===== config.mk =====
export PLATFORM = sky130hd
export DESIGN_NAME = wdta_watchdog
export DESIGN_NICKNAME = d
export VERILOG_FILES = /design/src/rtl/wdta_pkg.sv /design/src/rtl/wdta_unlock_if.sv /design/src/rtl/wdta_unlock.sv /design/src/rtl/wdta_watchdog.sv
export VERILOG_INCLUDE_DIRS = /design/src /design/src/rtl
export SDC_FILE = /design/constraint.sdc
export NUM_CORES = 1
export LEC_CHECK = 0
export BUFFER_PORTS_ARGS = -buffer_cell sky130_fd_sc_hd__clkbuf_2
export CAP_MARGIN = 25
export CORE_MARGIN = 5
export CORE_UTILIZATION = 51
export CTS_CLUSTER_DIAMETER = 40
export CTS_CLUSTER_SIZE = 14
export DETAILED_ROUTE_END_ITERATION = 6
export PLACE_DENSITY = 0.75
export SETUP_SLACK_MARGIN = 0.1
export SLEW_MARGIN = 20
export SYNTH_ARGS = -nofsm -noshare
export SYNTH_HDL_FRONTEND = slang
export SYNTH_SLANG_ARGS = --single-unit
export TNS_END_PERCENT = 10

===== constraint.sdc =====
create_clock -name core_clk -period 2.1 [get_ports core_clk]
set_clock_uncertainty 0.05 [all_clocks]
set_input_delay 0.105 -clock core_clk [delete_from_list [all_inputs] [get_ports core_clk]]
set_output_delay 0.105 -clock core_clk [all_outputs]
set_load 0.005 [all_outputs]

===== src/rtl/wdta_cfg.svh =====
// register offsets, bit positions and timing constants of the watchdog block
`ifndef WDTA_CFG_SVH
`define WDTA_CFG_SVH
`define WDTA_KEY_ADDR      8'hc7
`define WDTA_WDCTL_ADDR    8'hd8
`define WDTA_CLOCK_CONTROL_REG_ADDR    8'h8e
`define WDTA_EIE_ADDR      8'he8
`define WDTA_KEY_FIRST     8'haa
`define WDTA_KEY_SECOND    8'h55
`define WDTA_WIN_CYCLES    2'h3
`define WDTA_TAIL_CLOCKS   10'h200
`define WDTA_CNT_W         26
`define WDTA_BIT_RESTART   0
`define WDTA_BIT_RST_EN    1
`define WDTA_BIT_RST_FLAG  2
`define WDTA_BIT_IRQ_FLAG  3
`define WDTA_BIT_PFI_FLAG  4
`define WDTA_BIT_PFI_EN    5
`define WDTA_BIT_POR_FLAG  6
`define WDTA_BIT_SEL_LO    6
`define WDTA_BIT_SEL_HI    7
`define WDTA_BIT_IRQ_EN    4
`define WDTA_OPT_RST_BIT   3
`define WDTA_SEL_17        2'h0
`define WDTA_SEL_20        2'h1
`define WDTA_SEL_23        2'h2
`define WDTA_SEL_26        2'h3
`define WDTA_BIT_17        16
`define WDTA_BIT_20        19
`define WDTA_BIT_23        22
`define WDTA_BIT_26        25
`endif


===== src/rtl/wdta_pkg.sv =====
// types shared by the watchdog block
package wdta_pkg;
  typedef enum logic [1:0] {
    WDTA_KEY_IDLE = 2'h0,
    WDTA_KEY_HALF = 2'h1,
    WDTA_KEY_OPEN = 2'h3
  } wdta_key_t;
  typedef logic [7:0] wdta_byte_t;
endpackage


===== src/rtl/wdta_unlock_if.sv =====
// unlock state carried from the key tracker to the watchdog core
`timescale 1ns/1ps
interface wdta_unlock_if;
  logic win_open;
  modport tracker (output win_open);
  modport core    (input  win_open);
endinterface


===== src/rtl/wdta_unlock.sv =====
// timed-access key tracker opening a short protected-write window
`timescale 1ns/1ps
`include "wdta_cfg.svh"
module wdta_unlock (
  input  wire logic              core_clk,
  input  wire logic              rst_n,
  input  wire logic              sfr_wr,
  input  wire logic [7:0]        sfr_addr,
  input  wire logic [7:0]        sfr_wdata,
  wdta_unlock_if.tracker         ul
);
  import wdta_pkg::*;

  typedef struct packed {
    wdta_key_t  st;
    logic [1:0] win;
  } wdta_ul_state_t;

  wdta_ul_state_t cur_ff;
  wdta_ul_state_t nxt_cur;
  logic           key_wr;

  // ==========================================================
  // key sequence
  assign key_wr = sfr_wr && (sfr_addr == `WDTA_KEY_ADDR);

  always_comb begin
    nxt_cur = cur_ff;
    case (cur_ff.st)
      WDTA_KEY_IDLE: begin
        if (key_wr && sfr_wdata == `WDTA_KEY_FIRST) begin
          nxt_cur.st = WDTA_KEY_HALF;
        end
      end
      WDTA_KEY_HALF: begin
        // second key must follow at once
        if (key_wr && sfr_wdata == `WDTA_KEY_SECOND) begin
          nxt_cur.st  = WDTA_KEY_OPEN;
          nxt_cur.win = `WDTA_WIN_CYCLES;
        end else if (key_wr && sfr_wdata == `WDTA_KEY_FIRST) begin
          nxt_cur.st = WDTA_KEY_HALF;
        end else begin
          nxt_cur.st = WDTA_KEY_IDLE;
        end
      end
      WDTA_KEY_OPEN: begin
        nxt_cur.win = cur_ff.win - 2'h1;
        if (cur_ff.win == 2'h1) begin
          nxt_cur.st = WDTA_KEY_IDLE;
        end
      end
      default: nxt_cur.st = WDTA_KEY_IDLE;
    endcase
  end

  always_ff @(posedge core_clk) begin
    if (!rst_n) begin
      cur_ff <= '{st: WDTA_KEY_IDLE, win: 2'h0};
    end else begin
      cur_ff <= nxt_cur;
    end
  end

  assign ul.win_open = (cur_ff.st == WDTA_KEY_OPEN);
endmodule


===== src/rtl/wdta_watchdog.sv =====
// watchdog timer with timed-access protected control bits
`timescale 1ns/1ps
`include "wdta_cfg.svh"
// Behaviour
// - counter advances every clock, periods are exact clock multiples
// - four interrupt lengths: 2^17, 2^20, 2^23, 2^26 clocks
// - select bits 7:6 of clock control map 00..11 to 17,20,23,26
// - interrupt flag at count end, reset flag 512 clocks later
// - counter always runs; only consequences are gated
// - interrupt and reset enables are independent
// - interrupt flag is bit 3 of watchdog control
// - reset flag bit 2 set at full time-out, stays readable
// - bit 1 enables watchdog reset
// - reset enabled at a full time-out gives a CPU reset
// - writing one to bit 0 restarts a full interval
// - reset enable and restart writable only after unlock
// - keys aa then 55 open a three cycle write window
// - protected write ignored unless keys come just before
// - interrupt flag and power-on flag also protected
// - option bit 3: one disables reset at power-up, zero enables
// - interrupt request gated by enable bit 4 of ext enable reg
module wdta_watchdog (
  input  wire logic               core_clk,
  input  wire logic               rst_n,
  input  wire logic               por_event,
  input  wire logic               pfi_event,
  input  wire logic [7:0]         option_byte,
  input  wire logic               sfr_wr,
  input  wire logic               sfr_rd,
  input  wire logic [7:0]         sfr_addr,
  input  wire wdta_pkg::wdta_byte_t sfr_wdata,
  output logic [7:0]              sfr_rdata,
  output logic                    wd_timeout_irq,
  output logic                    wd_cpu_reset
);
  import wdta_pkg::*;

  typedef struct packed {
    logic [`WDTA_CNT_W-1:0] cnt;
    logic [9:0]             tail;
    logic                   tail_run;
    logic                   strap_done;
    logic                   wd_restart;
    logic                   wd_reset_enable;
    logic                   wd_reset_flag;
    logic                   wd_irq_flag;
    logic                   pfi_flag;
    logic                   pfi_enable;
    logic                   por_flag;
    logic                   timeout_sel_hi;
    logic                   timeout_sel_lo;
    logic                   wd_irq_enable;
    logic [7:0]             rdata;
    logic                   irq;
    logic                   cpu_rst;
  } wdta_state_t;

  wdta_state_t    cur_ff;
  wdta_state_t    nxt_cur;
  wdta_unlock_if  ul ();
  logic           wr_wdctl;
  logic           wr_clock_control_reg;
  logic           wr_eie;
  logic           prot_ok;
  logic           irq_hit;
  logic [1:0]     sel;
  logic [7:0]     wdctl_view;
  logic           tail_end;

  // ==========================================================
  // timed-access key tracker
  wdta_unlock u_unlock (
    .core_clk  (core_clk),
    .rst_n     (rst_n),
    .sfr_wr    (sfr_wr),
    .sfr_addr  (sfr_addr),
    .sfr_wdata (sfr_wdata),
    .ul        (ul.tracker)
  );

  // ==========================================================
  // decode and time-out detection
  assign wr_wdctl = sfr_wr && (sfr_addr == `WDTA_WDCTL_ADDR);
  assign wr_clock_control_reg = sfr_wr && (sfr_addr == `WDTA_CLOCK_CONTROL_REG_ADDR);
  assign wr_eie   = sfr_wr && (sfr_addr == `WDTA_EIE_ADDR);
  // window only from the key tracker
  assign prot_ok  = ul.win_open;
  assign sel      = {cur_ff.timeout_sel_hi, cur_ff.timeout_sel_lo};
  // last clock of the 512-clock tail
  assign tail_end = cur_ff.tail_run &&
                    (cur_ff.tail == `WDTA_TAIL_CLOCKS - 10'h001);

  // select picks the terminal bit of the chain
  always_comb begin
    case (sel)
      `WDTA_SEL_17: irq_hit = &cur_ff.cnt[`WDTA_BIT_17:0];
      `WDTA_SEL_20: irq_hit = &cur_ff.cnt[`WDTA_BIT_20:0];
      `WDTA_SEL_23: irq_hit = &cur_ff.cnt[`WDTA_BIT_23:0];
      `WDTA_SEL_26: irq_hit = &cur_ff.cnt[`WDTA_BIT_26:0];
      default:      irq_hit = 1'b0;
    endcase
  end

  // read view of watchdog control
  always_comb begin
    wdctl_view = 8'h00;
    wdctl_view[`WDTA_BIT_RESTART]  = cur_ff.wd_restart;
    wdctl_view[`WDTA_BIT_RST_EN]   = cur_ff.wd_reset_enable;
    wdctl_view[`WDTA_BIT_RST_FLAG] = cur_ff.wd_reset_flag;
    wdctl_view[`WDTA_BIT_IRQ_FLAG] = cur_ff.wd_irq_flag;
    wdctl_view[`WDTA_BIT_PFI_FLAG] = cur_ff.pfi_flag;
    wdctl_view[`WDTA_BIT_PFI_EN]   = cur_ff.pfi_enable;
    wdctl_view[`WDTA_BIT_POR_FLAG] = cur_ff.por_flag;
  end

  // ==========================================================
  // next state
  always_comb begin
    nxt_cur = cur_ff;
    nxt_cur.cnt = cur_ff.cnt + `WDTA_CNT_W'(1);
    nxt_cur.wd_restart = 1'b0;   // restart bit is a self-clearing strobe

    // catch option strap once after reset release
    if (!cur_ff.strap_done) begin
      nxt_cur.strap_done = 1'b1;
      nxt_cur.wd_reset_enable = !option_byte[`WDTA_OPT_RST_BIT];
    end

    if (cur_ff.tail_run) begin
      nxt_cur.tail = cur_ff.tail + 10'h001;
      if (tail_end) begin
        nxt_cur.tail_run = 1'b0;
      end
    end

    // unprotected control writes
    if (wr_clock_control_reg) begin
      nxt_cur.timeout_sel_hi = sfr_wdata[`WDTA_BIT_SEL_HI];
      nxt_cur.timeout_sel_lo = sfr_wdata[`WDTA_BIT_SEL_LO];
    end
    if (wr_eie) begin
      nxt_cur.wd_irq_enable = sfr_wdata[`WDTA_BIT_IRQ_EN];
    end
    if (wr_wdctl) begin
      nxt_cur.pfi_enable = sfr_wdata[`WDTA_BIT_PFI_EN];
      if (!sfr_wdata[`WDTA_BIT_PFI_FLAG]) begin
        nxt_cur.pfi_flag = 1'b0;
      end
      if (!sfr_wdata[`WDTA_BIT_RST_FLAG]) begin
        nxt_cur.wd_reset_flag = 1'b0;
      end
    end

    // protected bits only inside the window
    if (wr_wdctl && prot_ok) begin
      // reset enable independent of irq enable
      nxt_cur.wd_reset_enable = sfr_wdata[`WDTA_BIT_RST_EN];
      nxt_cur.wd_irq_flag     = sfr_wdata[`WDTA_BIT_IRQ_FLAG];
      nxt_cur.por_flag        = sfr_wdata[`WDTA_BIT_POR_FLAG];
      // restart clears counter and pending tail
      if (sfr_wdata[`WDTA_BIT_RESTART]) begin
        nxt_cur.wd_restart = 1'b1;
        nxt_cur.cnt        = '0;
        nxt_cur.tail       = 10'h000;
        nxt_cur.tail_run   = 1'b0;
      end
    end

    // interrupt point; set wins over a clear, but is skipped when the same write restarts
    if (irq_hit && !(wr_wdctl && prot_ok &&
        sfr_wdata[`WDTA_BIT_RESTART])) begin
      nxt_cur.wd_irq_flag = 1'b1;
      nxt_cur.tail_run    = 1'b1;
      nxt_cur.tail        = 10'h000;
    end
    if (pfi_event) begin
      nxt_cur.pfi_flag = 1'b1;
    end
    if (por_event) begin
      nxt_cur.por_flag = 1'b1;
    end
    // reset flag set after the writes, so a set beats a clear
    if (tail_end) begin
      nxt_cur.wd_reset_flag = 1'b1;
    end

    // register reads, unmapped addresses return zero
    nxt_cur.rdata = 8'h00;
    if (sfr_rd) begin
      case (sfr_addr)
        `WDTA_WDCTL_ADDR: nxt_cur.rdata = wdctl_view;
        `WDTA_CLOCK_CONTROL_REG_ADDR: begin
          nxt_cur.rdata[`WDTA_BIT_SEL_HI] = cur_ff.timeout_sel_hi;
          nxt_cur.rdata[`WDTA_BIT_SEL_LO] = cur_ff.timeout_sel_lo;
        end
        `WDTA_EIE_ADDR: begin
          nxt_cur.rdata[`WDTA_BIT_IRQ_EN] = cur_ff.wd_irq_enable;
        end
        default: nxt_cur.rdata = 8'h00;
      endcase
    end

    // interrupt request gated by its enable
    nxt_cur.irq = nxt_cur.wd_irq_flag && nxt_cur.wd_irq_enable;
    // every completed time-out resets when reset is enabled, even with a stale flag
    nxt_cur.cpu_rst = tail_end && nxt_cur.wd_reset_enable;
  end

  // ==========================================================
  // state register
  always_ff @(posedge core_clk) begin
    if (!rst_n) begin
      cur_ff <= '0;
    end else begin
      cur_ff <= nxt_cur;
    end
  end

  assign sfr_rdata      = cur_ff.rdata;
  assign wd_timeout_irq = cur_ff.irq;
  assign wd_cpu_reset   = cur_ff.cpu_rst;
endmodule


==> results_dict.tcl <==
set metrics [dict create \
    cp-end-kind "flop" \
    ys_top_cells_by_area "dfxtp_1, nor2_1, xor2_1" \
    avgSynthCellArea_um2 9.08 \
    cts_tree "done" \
    rows 26 \
    synthFlopType "dfxtp_1" \
    start_util_pct 53.0 \
    layout.nets 376 \
    tightestPinTransition_ns 0.371 \
    coreArea_um2 5170 \
    stdcell_count 417 \
    yosys.area.top_type "dfxtp_1" \
    drt_first_pass_iters 4 \
    clkTransAtPathRegs_ns 0.07 \
    fin_tns_setup_ns 0 \
    ys_seq_area_share_pct 45.3 \
    cp_max_fo 10 \
    dpl.hpwl_mm 3.68 \
    vias 2162 \
    dieArea_um2 6940 \
    syn_area_um2 2740 \
    ys_top_cells_by_count "dfxtp_1, nor2_1, nand3_1" \
    fin_ws_ns 0.289 \
    num_antenna_cells 0 \
    worstPathBufferInverterCount 0 \
    clkSinkCount 62 \
    total_power_mw 2.27 \
    antenna_found_initial 0 \
    netlist.area_leader.share_pct 45.3 \
    routedWlPerCell_um 12.7 \
    slowest_stage "or3_4" \
    worstSetupPathType "reg2reg" \
    layout-drive-gt1-share_pct 18.7 \
    cts_buffers 9 \
    setup_viol 0 \
    worstPathArrival_ns 2.04 \
    die_w_um 83.3 \
    ir_worst_vdd_mv 0.450 \
    yosysMostFrequentCell "dfxtp_1" \
    status "completed" \
    timing.final.crit_share_pct 86.3 \
    hold_viol_final 0 \
    fin_util_pct 62.0 \
    avgViaCountPerCell 5.18 \
    synth_cell_types 49 \
    cp_common_cell "nor2_1" \
    synth_warnings 0 \
    async_flop_share_pct 0 \
    max_slew_margin_pct 75.0 \
    ys_ff_latch 62 \
    post-route-min-period_ns 1.81 \
    maxCapViolations 0 \
    finalMaxSlewViolations 0 \
    worst_setup_path_start_kind "flop" \
    drt_wl_total_mm 5.29 \
    area_delta_synth_final_pct 16.9 \
    power.leakage_nw 1.28 \
    grt_max_degree 28 \
    clkLatencyLatePin_ns 0.34 \
    grt-ovfl-total 0 \
    cts_buffer_depth 2 \
    ant_nets 0 \
    grt_pass1_wl_mm 9.07 \
    synth_cells 302 \
    cp_cell_sequence "ha_2 > nand4_1 > nor2_1 > and2_1 > ha_1 > nor3b_4 > or3_4 > nor2_1" \
    place_congestion 0.750 \
    crit_family "simple AND/OR/NAND/NOR gates" \
    synth_edf_count 0 \
    grtUsageTotal_pct 16.4 \
    placedCellCount 395 \
    io_pins 40 \
    route.detailed.drc 0 \
    htreeDepth 3 \
    dpl_worst_slack_ns 0.0275 \
    regToRegSetupSlack_ns 0.29 \
    fillers 416 \
    power.density_nw_per_um2 708 \
    hold_path.class "in2reg" \
    crit_required_ns 2.33 \
    fmax_mhz 552 \
    grt_setup_unrepaired "false" \
    die_y_um 83.3 \
    portBuffers 32 \
    cts-root-buf "clkbuf_8" \
    drt_iter0_markers 105 \
    critical-path-max-stage-delay_ns 0.40 \
    grt_pass1_vias 2045 \
    syn-num-nets 336 \
]
## repair_timing
item	in CTS	in global routing
setup buffers	0	1
resized for setup	1	6
endpoints found under the hold margin	4	0
hold buffers	5	0
pin swaps	0	2
endpoints found under the setup margin	10	13
## cell type report
type | instances | area, um2 | area share (%)
clock inverters | 5 | 50.0 | 1.56
flip-flops and latches | 62 | 1240 | 38.7
well taps | 70 | 87.6 | 2.73
repair buffers | 45 | 270 | 8.43
multi-input cells | 217 | 1400 | 43.6
inverters | 7 | 26.3 | 0.820
clock buffers | 11 | 131 | 4.10
## cell families (layout without fill, tap and decap cells)
group	after synthesis	count (layout)	share of synthesized area, %
simple gates	149	149	28.9
flops	62	62	45.3
xor+xnor	32	32	10.2
compound gates	26	26	7.12
buf+inv	23	68	4.38
mux	6	6	2.24
fa+ha+maj	4	4	1.83
## through the flow
stage,area [um2],hold WS [ns]
final,3210,0.0286
after detailed placement,2950,0.283
after floorplan,2740,0.0827
after global routing,3210,0.0149
after global placement,2950,0.274
after CTS,3180,0.0156
## report_power, final
part           switching [mW]  internal (mW)
registers             0.00694           1.19
clock network           0.448          0.540
logic                  0.0468         0.0436
## path summary, 6_finish.rpt
kind	endpoint	from	depth (start not counted)
worst max-delay path	cur_ff[28]	cur_ff[33]	8
worst min-delay path	cur_ff[18]	sfr_wdata[1]	2
worst max register to register	cur_ff[28]	cur_ff[33]	8
worst min register to register	sfr_rdata[0]	cur_ff[19]	1
## registers in the layout, indices dropped and copies added (netlist names)
register,count
sfr_rdata,8
u_unlock.cur_ff,4
wd_timeout_irq,1
cur_ff,48
wd_cpu_reset,1
## metal layers
metal  part of all wire [%]  up-vias  track usage, %
li1                       -     1121               -
met1                     46      990            19.9
met2                     47       40            25.3
met3                    4.6       11            5.45
met4                    2.5        0            9.36
met5                      0        -               0
## placed cells by master, fill, tap and decap left out, types with 2 or more instances in the layout
cell           instances
nand3_1               21
clkbuf_2              32
o31ai_1                2
and2b_1                2
nor2_1                52
clkbuf_8               9
o21a_1                 3
clkinv_2               4
clkbuf_1               2
dfxtp_1               62
mux2i_1                5
nand2_1               14
nand4b_1               2
a21oi_1                3
inv_1                  7
a211oi_1               2
nand4_1               14
dlygate4sd3_1          5
nor3_2                 2
a21boi_1               2
buf_4                  8
and4_1                 4
xor2_1                18
o21ai_0                2
nor2b_1                7
and2_1                 8
ha_1                   3
nor3_1                 4
and3_1                 7
xnor2_1               14
Note: power is estimated with default switching activity, not from simulation.
